==> src/hdl/sccr_pkg.sv <==
// constants and carrier types for the system control coprocessor registers
package sccr_pkg;

	// ****************************************
	// coprocessor register selectors
	// ****************************************
	localparam logic [3:0] CRN_CONTROL = 4'h1;
	localparam logic [3:0] CRN_CORE_CTRL = 4'h7;
	localparam logic [3:0] CRN_TRACE = 4'hD;
	localparam logic [3:0] CRN_UNDEF = 4'hE;
	localparam logic [3:0] CRN_LEGACY = 4'hF;
	localparam logic [3:0] CRM_DRAIN = 4'hA;
	localparam logic [3:0] CRM_WAIT = 4'h0;
	localparam logic [3:0] CRM_LEGACY_WAIT = 4'h8;
	localparam logic [3:0] CRM_TRACE = 4'h1;
	localparam logic [3:0] CRM_CONTROL = 4'h0;
	localparam logic [2:0] OPC1_SYS = 3'h0;
	localparam logic [2:0] OPC2_DRAIN = 3'h4;
	localparam logic [2:0] OPC2_WAIT = 3'h4;
	localparam logic [2:0] OPC2_LEGACY_WAIT = 3'h2;
	localparam logic [2:0] OPC2_TRACE = 3'h1;
	localparam logic [2:0] OPC2_CONTROL = 3'h0;

	// ****************************************
	// control register field positions
	// ****************************************
	localparam int BIT_LOAD_PC_SWITCH_DIS = 15;
	localparam int BIT_VECTOR_HIGH = 13;
	localparam int BIT_INSTR_RAM = 12;
	localparam int BIT_BIG_ENDIAN = 7;
	localparam int BIT_WRITE_BUFFER = 3;
	localparam int BIT_DATA_TO_BUS = 2;

	// ****************************************
	// reset values and vector bases
	// ****************************************
	localparam logic RST_LOAD_PC_SWITCH_DIS = 1'b0;
	localparam logic RST_BIG_ENDIAN = 1'b0;
	localparam logic RST_WRITE_BUFFER = 1'b0;
	localparam logic [31:0] VECTOR_BASE_LOW = 32'h00000000;
	localparam logic [31:0] VECTOR_BASE_HIGH = 32'hFFFF0000;
	localparam logic [31:0] TRACE_ID_RESET = 32'h00000000;
	localparam logic [31:0] READ_FILLER = 32'h00000000;

	// ****************************************
	// carrier types
	// ****************************************
	typedef struct packed {
		logic valid;
		logic write;
		logic user_mode;
		logic [2:0] opc1;
		logic [3:0] crn;
		logic [3:0] crm;
		logic [2:0] opc2;
		logic [31:0] wdata;
	} sccr_req_t;

	typedef struct packed {
		logic done;
		logic undef;
		logic [31:0] rdata;
	} sccr_resp_t;

	typedef struct packed {
		logic load_pc_switch_dis;
		logic vector_high;
		logic instr_ram_on;
		logic big_endian;
		logic write_buffer_on;
		logic data_to_bus;
	} sccr_ctrl_t;

	typedef enum logic [1:0] {
		ST_RUN,
		ST_DRAIN,
		ST_WAIT
	} sccr_state_t;

endpackage

==> src/hdl/sccr_sync.sv <==
// two flip-flop synchroniser for a group of pin levels
`timescale 1ns/1ps
`default_nettype none
module sccr_sync
#(
	parameter int W = 8
)
(
	input wire logic sys_clk,
	input wire logic [W-1:0] pin_in,
	output logic [W-1:0] level_out
);
	logic [W-1:0] meta_q;
	logic [W-1:0] hold_q;

	// no reset here so straps are already settled when reset samples them
	always_ff @(posedge sys_clk)
	begin
		meta_q <= pin_in;
		hold_q <= meta_q;
	end

	assign level_out = hold_q;
endmodule // sccr_sync
`default_nettype wire

==> src/hdl/sccr_core.sv <==
// system control coprocessor register logic: control, core control and trace id
// Functional notes
// - load-pc bit 0 picks compressed state unless switch-disable bit set; resets clear
// - vector select bit 13 read-only; base 0 or FFFF0000; reset from init pin
// - instruction ram bit 12 routes instruction space to ram; reset from pin
// - endian bit 7: 0 little, 1 big; cleared at reset
// - write buffer bit 3 enables write buffer when set
// - core control register write-only; reads unspecified; writes trigger operations
// - c7,c10,4 write stalls core until write buffer fully drained
// - wait-for-interrupt drops core clock gate enable until interrupt or debug
// - wait triggered by c7,c0,4 and legacy c15,c8,2
// - wait ends on fast, normal interrupt, external or debugger debug request
// - interrupt wakeup ignores the status word interrupt disable bits
// - debug wakeup only while debug enable input set
// - enabled interrupt taken first; disabled resumes at next instruction
// - debug wakeup enters debug state before any further instruction
// - write buffer keeps draining during wait standby
// - trace process id driven continuously on 32-bit output
// - each trace id write pulses strobe for exactly one cycle
// - control bits reset to zero unless given another reset value
// - user mode access takes undefined instruction trap
// - trace id reached at c13, c1, opcode 1
`timescale 1ns/1ps
`default_nettype none
module sccr_core
	import sccr_pkg::*;
(
	input wire logic sys_clk,
	input wire logic rst,
	input wire sccr_req_t cp_req,
	input wire logic pc_load_valid,
	input wire logic pc_load_bit0,
	input wire logic psr_irq_disable,
	input wire logic psr_fiq_disable,
	input wire logic write_buffer_empty,
	input wire logic vector_high_init_pin,
	input wire logic instr_ram_init_pin,
	input wire logic data_bus_init_pin,
	input wire logic fast_int_request_n,
	input wire logic normal_int_request_n,
	input wire logic external_debug_request,
	input wire logic debugger_request_bit,
	input wire logic debug_enable_input,
	output var sccr_resp_t cp_resp,
	output var sccr_ctrl_t ctrl,
	output logic [31:0] vector_base,
	output logic enter_compressed,
	output logic core_stall,
	output logic core_clock_gate_enable,
	output logic take_interrupt,
	output logic resume_next,
	output logic enter_debug,
	output logic [31:0] trace_process_id_out,
	output logic trace_process_id_write_strobe
);

	// ****************************************
	// pin synchronisation
	// ****************************************
	logic [7:0] pins_s;
	logic vhi_s, iram_s, dbus_s, fiq_n_s, irq_n_s, edbg_s, dbit_s, dben_s;

	sccr_sync #(.W(8)) u_sync
	(
		.sys_clk(sys_clk),
		.pin_in({vector_high_init_pin, instr_ram_init_pin, data_bus_init_pin, fast_int_request_n,
			normal_int_request_n, external_debug_request, debugger_request_bit, debug_enable_input}),
		.level_out(pins_s)
	);

	assign {vhi_s, iram_s, dbus_s, fiq_n_s, irq_n_s, edbg_s, dbit_s, dben_s} = pins_s;

	// ****************************************
	// request decode
	// ****************************************
	function automatic logic hit(input sccr_req_t r, input logic [3:0] n, input logic [3:0] m,
		input logic [2:0] o2);
		hit = (r.opc1 == OPC1_SYS) && (r.crn == n) && (r.crm == m) && (r.opc2 == o2);
	endfunction

	sccr_state_t st_q, st_d;
	logic take, user_trap, wr_ok, ctrl_wr, trace_wr, drain_go, wait_go;

	// requests are only taken while the core is running
	assign take = cp_req.valid && (st_q == ST_RUN);
	assign user_trap = take && (cp_req.user_mode || cp_req.crn == CRN_UNDEF);
	assign wr_ok = take && !user_trap && cp_req.write;
	assign ctrl_wr = wr_ok && hit(cp_req, CRN_CONTROL, CRM_CONTROL, OPC2_CONTROL);
	assign trace_wr = wr_ok && hit(cp_req, CRN_TRACE, CRM_TRACE, OPC2_TRACE);
	assign drain_go = wr_ok && hit(cp_req, CRN_CORE_CTRL, CRM_DRAIN, OPC2_DRAIN);
	// both wait encodings lead to the same standby
	assign wait_go = wr_ok && (hit(cp_req, CRN_CORE_CTRL, CRM_WAIT, OPC2_WAIT) ||
		hit(cp_req, CRN_LEGACY, CRM_LEGACY_WAIT, OPC2_LEGACY_WAIT));

	// ****************************************
	// wakeup decode
	// ****************************************
	logic int_wake, dbg_wake, wake, int_enabled;

	// interrupt wake ignores the status word mask bits
	assign int_wake = !fiq_n_s || !irq_n_s;
	// debug wake needs debug enabled
	assign dbg_wake = dben_s && (edbg_s || dbit_s);
	assign wake = int_wake || dbg_wake;
	assign int_enabled = (!fiq_n_s && !psr_fiq_disable) || (!irq_n_s && !psr_irq_disable);

	// ****************************************
	// operation sequencer
	// ****************************************
	always_comb
	begin
		st_d = st_q;
		case (st_q)
			ST_RUN:
			begin
				if (drain_go)
					st_d = ST_DRAIN;
				else if (wait_go)
					st_d = ST_WAIT;
			end
			ST_DRAIN:
			begin
				if (write_buffer_empty)
					st_d = ST_RUN;
			end
			ST_WAIT:
			begin
				if (wake)
					st_d = ST_RUN;
			end
			default:
				st_d = ST_RUN;
		endcase
	end

	logic done_d;
	assign done_d = (take && !drain_go && !wait_go) || (st_q != ST_RUN && st_d == ST_RUN);

	// ****************************************
	// read data select
	// ****************************************
	sccr_ctrl_t ctrl_q;
	logic [31:0] trace_q, ctrl_rd, rdata_d;

	// reserved bits read as zero
	always_comb
	begin
		ctrl_rd = READ_FILLER;
		ctrl_rd[BIT_LOAD_PC_SWITCH_DIS] = ctrl_q.load_pc_switch_dis;
		ctrl_rd[BIT_VECTOR_HIGH] = ctrl_q.vector_high;
		ctrl_rd[BIT_INSTR_RAM] = ctrl_q.instr_ram_on;
		ctrl_rd[BIT_BIG_ENDIAN] = ctrl_q.big_endian;
		ctrl_rd[BIT_WRITE_BUFFER] = ctrl_q.write_buffer_on;
		ctrl_rd[BIT_DATA_TO_BUS] = ctrl_q.data_to_bus;
	end

	// the write-only core control register reads back the filler
	assign rdata_d = (hit(cp_req, CRN_CONTROL, CRM_CONTROL, OPC2_CONTROL)) ? ctrl_rd :
		(hit(cp_req, CRN_TRACE, CRM_TRACE, OPC2_TRACE)) ? trace_q : READ_FILLER;

	// ****************************************
	// control register
	// ****************************************
	// the vector bit is never written, only loaded from its strap
	always_ff @(posedge sys_clk)
	begin
		if (rst)
		begin
			ctrl_q.load_pc_switch_dis <= RST_LOAD_PC_SWITCH_DIS;
			ctrl_q.vector_high <= vhi_s;
			ctrl_q.instr_ram_on <= iram_s;
			ctrl_q.big_endian <= RST_BIG_ENDIAN;
			ctrl_q.write_buffer_on <= RST_WRITE_BUFFER;
			ctrl_q.data_to_bus <= dbus_s;
		end
		else if (ctrl_wr)
		begin
			ctrl_q.load_pc_switch_dis <= cp_req.wdata[BIT_LOAD_PC_SWITCH_DIS];
			ctrl_q.instr_ram_on <= cp_req.wdata[BIT_INSTR_RAM];
			ctrl_q.big_endian <= cp_req.wdata[BIT_BIG_ENDIAN];
			ctrl_q.write_buffer_on <= cp_req.wdata[BIT_WRITE_BUFFER];
			ctrl_q.data_to_bus <= cp_req.wdata[BIT_DATA_TO_BUS];
		end
	end

	// ****************************************
	// trace id and answer registers
	// ****************************************
	sccr_resp_t resp_q;
	logic strobe_q, compressed_q;

	always_ff @(posedge sys_clk)
	begin
		if (rst)
		begin
			trace_q <= TRACE_ID_RESET;
			strobe_q <= 1'b0;
			resp_q <= '0;
			compressed_q <= 1'b0;
		end
		else
		begin
			if (trace_wr)
				trace_q <= cp_req.wdata;
			strobe_q <= trace_wr;
			resp_q.done <= done_d;
			resp_q.undef <= user_trap;
			resp_q.rdata <= (take && !cp_req.write && !user_trap) ? rdata_d : READ_FILLER;
			compressed_q <= pc_load_valid && pc_load_bit0 && !ctrl_q.load_pc_switch_dis;
		end
	end

	// ****************************************
	// stall, clock gate and wake outcome
	// ****************************************
	logic stall_q, gate_q, take_int_q, resume_q, debug_q;
	logic [31:0] vbase_q;
	logic leave_wait;

	assign leave_wait = (st_q == ST_WAIT) && wake;

	// write buffer is not gated here so it keeps draining in standby
	always_ff @(posedge sys_clk)
	begin
		if (rst)
		begin
			st_q <= ST_RUN;
			stall_q <= 1'b0;
			gate_q <= 1'b1;
			take_int_q <= 1'b0;
			resume_q <= 1'b0;
			debug_q <= 1'b0;
			vbase_q <= VECTOR_BASE_LOW;
		end
		else
		begin
			st_q <= st_d;
			stall_q <= (st_d != ST_RUN);
			gate_q <= (st_d != ST_WAIT);
			debug_q <= leave_wait && dbg_wake;
			take_int_q <= leave_wait && !dbg_wake && int_enabled;
			resume_q <= leave_wait && !dbg_wake && !int_enabled;
			vbase_q <= ctrl_q.vector_high ? VECTOR_BASE_HIGH : VECTOR_BASE_LOW;
		end
	end

	assign cp_resp = resp_q;
	assign ctrl = ctrl_q;
	assign vector_base = vbase_q;
	assign enter_compressed = compressed_q;
	assign core_stall = stall_q;
	assign core_clock_gate_enable = gate_q;
	assign take_interrupt = take_int_q;
	assign resume_next = resume_q;
	assign enter_debug = debug_q;
	assign trace_process_id_out = trace_q;
	assign trace_process_id_write_strobe = strobe_q;
endmodule // sccr_core
`default_nettype wire

==> config.mk <==
export PLATFORM = sky130hd
export DESIGN_NAME = sccr_core
export DESIGN_NICKNAME = d
export VERILOG_FILES = /design/src/hdl/sccr_pkg.sv /design/src/hdl/sccr_sync.sv /design/src/hdl/sccr_core.sv
export SDC_FILE = /design/constraint.sdc
export NUM_CORES = 1
export LEC_CHECK = 0
export BUFFER_PORTS_ARGS = -buffer_cell sky130_fd_sc_hd__buf_2
export CAP_MARGIN = 20
export CORE_MARGIN = 5
export CORE_UTILIZATION = 46
export DETAILED_ROUTE_END_ITERATION = 8
export PLACE_DENSITY = 0.84
export SETUP_SLACK_MARGIN = 0.3
export SYNTH_ARGS = -nofsm -noshare
export SYNTH_HDL_FRONTEND = slang
export SYNTH_SLANG_ARGS = --single-unit
==> constraint.sdc <==
create_clock -name sys_clk -period 2.1 [get_ports sys_clk]
set_input_delay 0.42 -clock sys_clk [delete_from_list [all_inputs] [get_ports sys_clk]]
set_output_delay 0.42 -clock sys_clk [all_outputs]
set_load 0.02 [all_outputs]
==> results.md, run 1 <==
- Status: complete, no violations
- Nature of the critical path startpoint: register
- # fillers: 725
- IO buf count: 158
- Worst setup EP type: register
- DR pass1 iterations: 4
- Dpl hpwl: 6560 µm
- DRC Markers: 0
- Final Cycle Share: 0.784
- I/O Pins: 175
- Share of cells above drive strength 1: 0.360
- Routed Wire Length: 8910 µm
- Setup Skew: 0.0102 ns
- Initial core utilization: 0.468
- Min cycle time layout: 1.65 ns
- CTS Hold Bufs: 0
- CTS tree: done
- HP Class: in -> reg
- Via Count: 3069
- Synth Flop Type: dfxtp_1
- Library cells used by synthesis: 45
- Synth Instances: 385
- Global-route wire length before repair: 14100 µm
- Crit Path Max Fanout: 6
- Setup bufs post-CTS: 0
- WP data required: 2.16 ns
- Min Hold Slack: 0.169 ns
- CORE AREA: 8130 µm²
- Slew Viols, Final: 0
- Vias in the first global route: 2968
- Overflow after GRT: 0
- Largest net degree at the start of global routing: 42
- Row count: 33
- Final hold vios: 0
- Fmax: 607 MHz
- Worst-path clk slew: 0.09 ns
- Worst VDD drop: 0.396 mV
- CTS Buf Count: 9
- Detail Route Antenna Nets: 0
- Power per cell area: 723 nW/µm²
- Arrival time worst endpoint: 1.70 ns
- # Max-Cap Violations: 0
- Post-synth EDFFs: 3
- Die Wd: 101 µm
- Synth Cell Area: 3810 µm²
- Final setup viols: 0
- Routability cong.: 0.792
- Post_cts resized: 0
- Routed WL per cell: 14.0 µm
- Inst Count DP: 620
- Die area: 10200 µm²
- Max stage delay cell, worst path: or2_2
- Vias per cell: 4.83
- Die extent in y: 101 µm
- CTS sink cnt: 98
- ANT cells: 0
- Syn. warnings: 0
- Max incr delay on CP: 0.38 ns
- Non-Filler Instances: 636
- Final nets: 590
- FF+latch count, synth: 98
- Clk_lat worst skew: 0.35 ns
- Syn_area_per_cell: 9.89 µm²
- Asr flop ratio synth: 0
- CP cell instances: nor3b_2 > o2111ai_2 > or2_2 > nand2b_1
- H-tree depth: 3
- Total GRT Usage: 0.173
- Setup_tns: 0 ns
- Root buffer cell: clkbuf_8
- P_leak: 2.22 nW
- Seq/Total Area, Yosys: 0.523
- Clk buf depth: 2
- WS Path Type: reg -> reg
- RSZ-0062 raised after global routing: false
- Syn-to-layout area delta: 24.7%
- Initial antenna violation count: 0
- Iter 0 DRT Violations: 81
- Final Core Density: 0.584
worst max-delay path, delay by kind of cell, from the launching register on:
family | cells | cell delay (ns)
AO/OA/AOI/OAI | 1 | 0.19
flip-flops | 1 | 0.36
AND/OR/NAND/NOR | 3 | 0.81
registers in the layout (all words and copies together) (netlist names):
signal	count
resume_next	1
trace_process_id_write_strobe	1
u_sync.meta_q	8
core_clock_gate_enable	1
st_q	2
u_sync.level_out	8
enter_debug	1
ctrl	6
cp_resp	34
enter_compressed	1
core_stall	1
trace_process_id_out	32
take_interrupt	1
vector_base	1
metrics by stage:
step                      power [mW]  instance area, µm²  worst slack (ns)
after floorplan                 2.11                3860             0.394
after global placement          2.18                4530             0.233
after detailed placement        2.18                4530             0.181
after CTS                       3.48                4750             0.433
after global routing            3.60                4750             0.313
final                           3.44                4750             0.454
per-layer routing:
metal	track usage	share of wire	routed length [µm]	vias up
li1	-	-	-	1538
met1	0.213	0.41	3690	1416
met2	0.293	0.49	4370	106
met3	0.0498	0.084	751	9
met4	0.0491	0.011	99	0
met5	0	0	0	-
logic make-up (layout without fill, tap and decap cells):
family	count (synthesis)	count (layout)	share of synthesized area
and+or+nand+nor	142	142	0.253
DFF	98	98	0.523
AOI/OAI and AO/OA	92	92	0.135
buffers and inverters	52	183	0.0884
other	1	16	0.000985
path summary, 6_finish.rpt:
kind                             start             endpoint  slack, ns  cells after the start
setup / recovery               st_q[0]              ctrl[3]       0.45                      4
hold / removal    debugger_request_bit     u_sync.meta_q[1]       0.17                      1
setup reg to reg               st_q[0]              ctrl[3]       0.45                      4
hold reg to reg       u_sync.meta_q[7]  u_sync.level_out[7]       0.33                      0
synthesized netlist by cell type (3+ instances only):
cell,n,area share
dfxtp_1,95,0.50
nand2_1,6,0.0059
edfxtp_1,3,0.024
nor2_1,6,0.0059
nor2b_1,38,0.062
a21oi_1,3,0.0039
buf_4,31,0.061
clkbuf_1,15,0.015
nor4_1,5,0.0082
a22o_1,6,0.014
buf_6,3,0.0089
and4_1,4,0.0092
and2_1,26,0.043
o21ai_0,71,0.093
o21ai_1,5,0.0066
nand2b_1,34,0.056
final cells by class:
type	count	area, µm²	area share
sequential	98	1990	0.419
multi-input combinational	250	1540	0.323
timing repair buffer	166	863	0.182
clock buffer	12	166	0.0350
tap	105	131	0.0277
clock inverter	4	56.3	0.0119
inverter	1	3.75	0.000791
power by group:
part	internal (mW)	switching [mW]	total, mW
combinational	0.0921	0.149	0.242
sequential	1.89	0.00964	1.90
clock	0.665	0.629	1.29
placed cells by master (no fill, tap or decap), types with 2 or more instances in the layout:
master	instances
clkinv_4	2
or2_2	2
clkbuf_8	10
nor2_1	6
nor4_1	5
edfxtp_1	3
nand2_1	6
o21ai_1	5
and4_1	4
nand3_1	2
a21oi_1	3
dfxtp_1	95
nor4_4	2
nand2b_1	34
nor3_1	2
o21ai_0	71
buf_4	7
nor2b_1	38
buf_2	158
nor3b_1	2
conb_1	16
a22o_1	6
and2_1	26
Note: power is estimated with default switching activity, not from simulation.
==> run 2, diff against run 1 <==
==> constraint.sdc (replaced) <==
create_clock -name sys_clk -period 1.71 [get_ports sys_clk]
set_input_delay 0.342 -clock sys_clk [delete_from_list [all_inputs] [get_ports sys_clk]]
set_output_delay 0.342 -clock sys_clk [all_outputs]
set_load 0.02 [all_outputs]
==> run 2 against run 1 <==
Against the previous run:
- hold slack worse by 0.091 ns
- sequential share of layout area shrank 2.4 points
- combinational power rose by 36%
- via count rose by 4.9%
- critical path depth rose by 3
- clock skew down 0.0021 ns
- global-route usage grew 0.13 points
- die area unchanged
- non-clock buffer count up 15
- register-to-register slack worse by 0.23 ns
- cell count grew 2.7%
- largest cell class unchanged
==> results.md, run 2 (synthesis gave the netlist of run 1 again) <==
- CTS tree: done (unchanged)
- Largest net degree at the start of global routing: 55 (was 42)
- I/O Pins: 175 (unchanged)
- H-tree depth: 3 (unchanged)
- Row count: 33 (unchanged)
- CORE AREA: 8130 µm² (unchanged)
- Most frequent cells in the layout: buf_2 (158), dfxtp_1 (93), o21ai_0 (43) (was buf_2 (158), dfxtp_1 (95), o21ai_0 (71))
- WP data required: 2.01 ns (was 2.16 ns)
- Routability cong.: 0.913 (was 0.792)
- Crit Path Max Fanout: 8 (was 6)
- Detail Route Antenna Nets: 0 (unchanged)
- Fmax: 672 MHz (was 607 MHz)
- Worst setup EP type: register (unchanged)
- Initial core utilization: 0.468 (unchanged)
- Flop pwr share: 0.547 (was 0.553)
- RSZ-0062 raised after global routing: true (was false)
- Vias in the first global route: 2967 (was 2968)
- Min cycle time layout: 1.49 ns (was 1.65 ns)
- Setup Skew: 0.00811 ns (was 0.0102 ns)
- DRC Markers: 0 (unchanged)
- # Max-Cap Violations: 0 (unchanged)
- Final nets: 607 (was 590)
- Routed Wire Length: 9730 µm (was 8910 µm)
- Vias per cell: 4.93 (was 4.83)
- Share of cells above drive strength 1: 0.423 (was 0.360)
- Routed WL per cell: 14.9 µm (was 14.0 µm)
- Layout Cell Area excl Fill: 5050 µm² (was 4750 µm²)
- Logic pwr share: 0.077 (was 0.070)
- Min Hold Slack: 0.0779 ns (was 0.169 ns)
- CTS Buf Count: 9 (unchanged)
- CTS sink cnt: 98 (unchanged)
- Initial antenna violation count: 0 (unchanged)
- ANT cells: 0 (unchanged)
- Root buffer cell: clkbuf_8 (unchanged)
- Worst-path clk slew: 0.10 ns (was 0.09 ns)
- Die Wd: 101 µm (unchanged)
- Status: complete, no violations (unchanged)
- Overflow after GRT: 0 (unchanged)
- CTS Hold Bufs: 0 (unchanged)
- Iter 0 DRT Violations: 110 (was 81)
- IO buf count: 158 (unchanged)
- Commonest non-fill, non-tap cell in the layout: buf_2 (unchanged)
- Arrival time worst endpoint: 1.79 ns (was 1.70 ns)
- Slew Viols, Final: 0 (unchanged)
- Switching pwr: 1.08 mW (was 788 µW)
- Dpl hpwl: 6550 µm (was 6560 µm)
- Nature of the critical path startpoint: register (unchanged)
- Total GRT Usage: 0.174 (was 0.173)
- WS Path Type: reg -> reg (unchanged)
- Power per cell area: 844 nW/µm² (was 723 nW/µm²)
- Global-route wire length before repair: 14200 µm (was 14100 µm)
- Cell Area, Placed: 4610 µm² (was 4530 µm²)
- Die extent in y: 101 µm (unchanged)
- P_int: 3.18 mW (was 2.65 mW)
- DR pass1 iterations: 4 (unchanged)
- Clk buf depth: 2 (unchanged)
- Final setup viols: 0 (unchanged)
- Clk_lat worst skew: 0.36 ns (was 0.35 ns)
- Final Cycle Share: 0.871 (was 0.784)
- Number of flip-flops in the largest register: 34 (unchanged)
- Final hold vios: 0 (unchanged)
- Die area: 10200 µm² (unchanged)
- Syn-to-layout area delta: 32.6% (was 24.7%)
- Net Sw Frac: 0.254 (was 0.230)
- Via Count: 3220 (was 3069)
- Clock power share: 0.375 (was 0.377)
- Worst VDD drop: 0.512 mV (was 0.396 mV)
- P_leak: 2.36 nW (was 2.22 nW)
- HP Class: in -> reg (unchanged)
-- run 2: power groups by stage --
| stage | Clock, mW | Combinational, mW | Sequential [mW] |
|---|---|---|---|
| floorplan | 0 | 0.202 | 2.39 |
| global placement | 0 | 0.305 | 2.38 |
| detailed placement | 0 | 0.307 | 2.39 |
| CTS | 1.64 | 0.316 | 2.33 |
| global route | 1.73 | 0.356 | 2.34 |
| finish | 1.60 | 0.329 | 2.33 |
-- run 2: layout make-up --
class,count,area (µm²)
multi-input cells,252,1650
well taps,105,131
repair buffers,181,1050
flip-flops and latches,98,2000
inverters,1,3.75
fillers,714,3090
clock buffers,9,124
clock inverters,7,97.6
-- run 2: final timing paths --
path | startpoint | endpoint | slack, ns | cells after the start
worst max-delay path | st_q[1] | cp_resp[1] | 0.22 | 7
worst min-delay path | data_bus_init_pin | u_sync.meta_q[5] | 0.08 | 1
worst max register to register | st_q[1] | cp_resp[1] | 0.22 | 7
worst min register to register | u_sync.meta_q[1] | u_sync.level_out[1] | 0.34 | 0
-- run 2: routing by layer --
| metal | vias up | global-route usage | part of all wire |
|---|---|---|---|
| met5 | - | 0 | 0 |
| met4 | 0 | 0.0511 | 0.015 |
| li1 | 1578 | - | - |
| met2 | 130 | 0.298 | 0.49 |
| met3 | 15 | 0.0581 | 0.092 |
| met1 | 1497 | 0.207 | 0.40 |
-- run 2: critical path, stage by stage, from the launching register on --
cell and delay, ns:
dfxtp_2 0.35, nor3b_4 0.26, buf_6 0.14, nand2b_4 0.07
nor4_4 0.14, buf_6 0.18, clkbuf_16 0.16, and2_4 0.13
-- run 2: per-stage QoR --
stage                     power (mW)  setup TNS, ns  instances  worst slack (ns)   util
after detailed placement        2.69         -0.356        627           -0.0567  0.566
after floorplan                 2.60              0        400             0.144      -
after CTS                       4.29              0        648             0.217  0.601
final                           4.26              0        653             0.221  0.621
after global routing            4.43              0        653             0.151  0.621
after global placement          2.69        -0.0634        627           -0.0258  0.566
-- run 2: timing repair --
| action | in CTS | in global routing |
|---|---|---|
| buffers inserted | 3 | 2 |
| resized for setup | 7 | 26 |
| pin swaps | 4 | 15 |
| cloned | 2 | 3 |
| endpoints found under the setup margin | 86 | 92 |
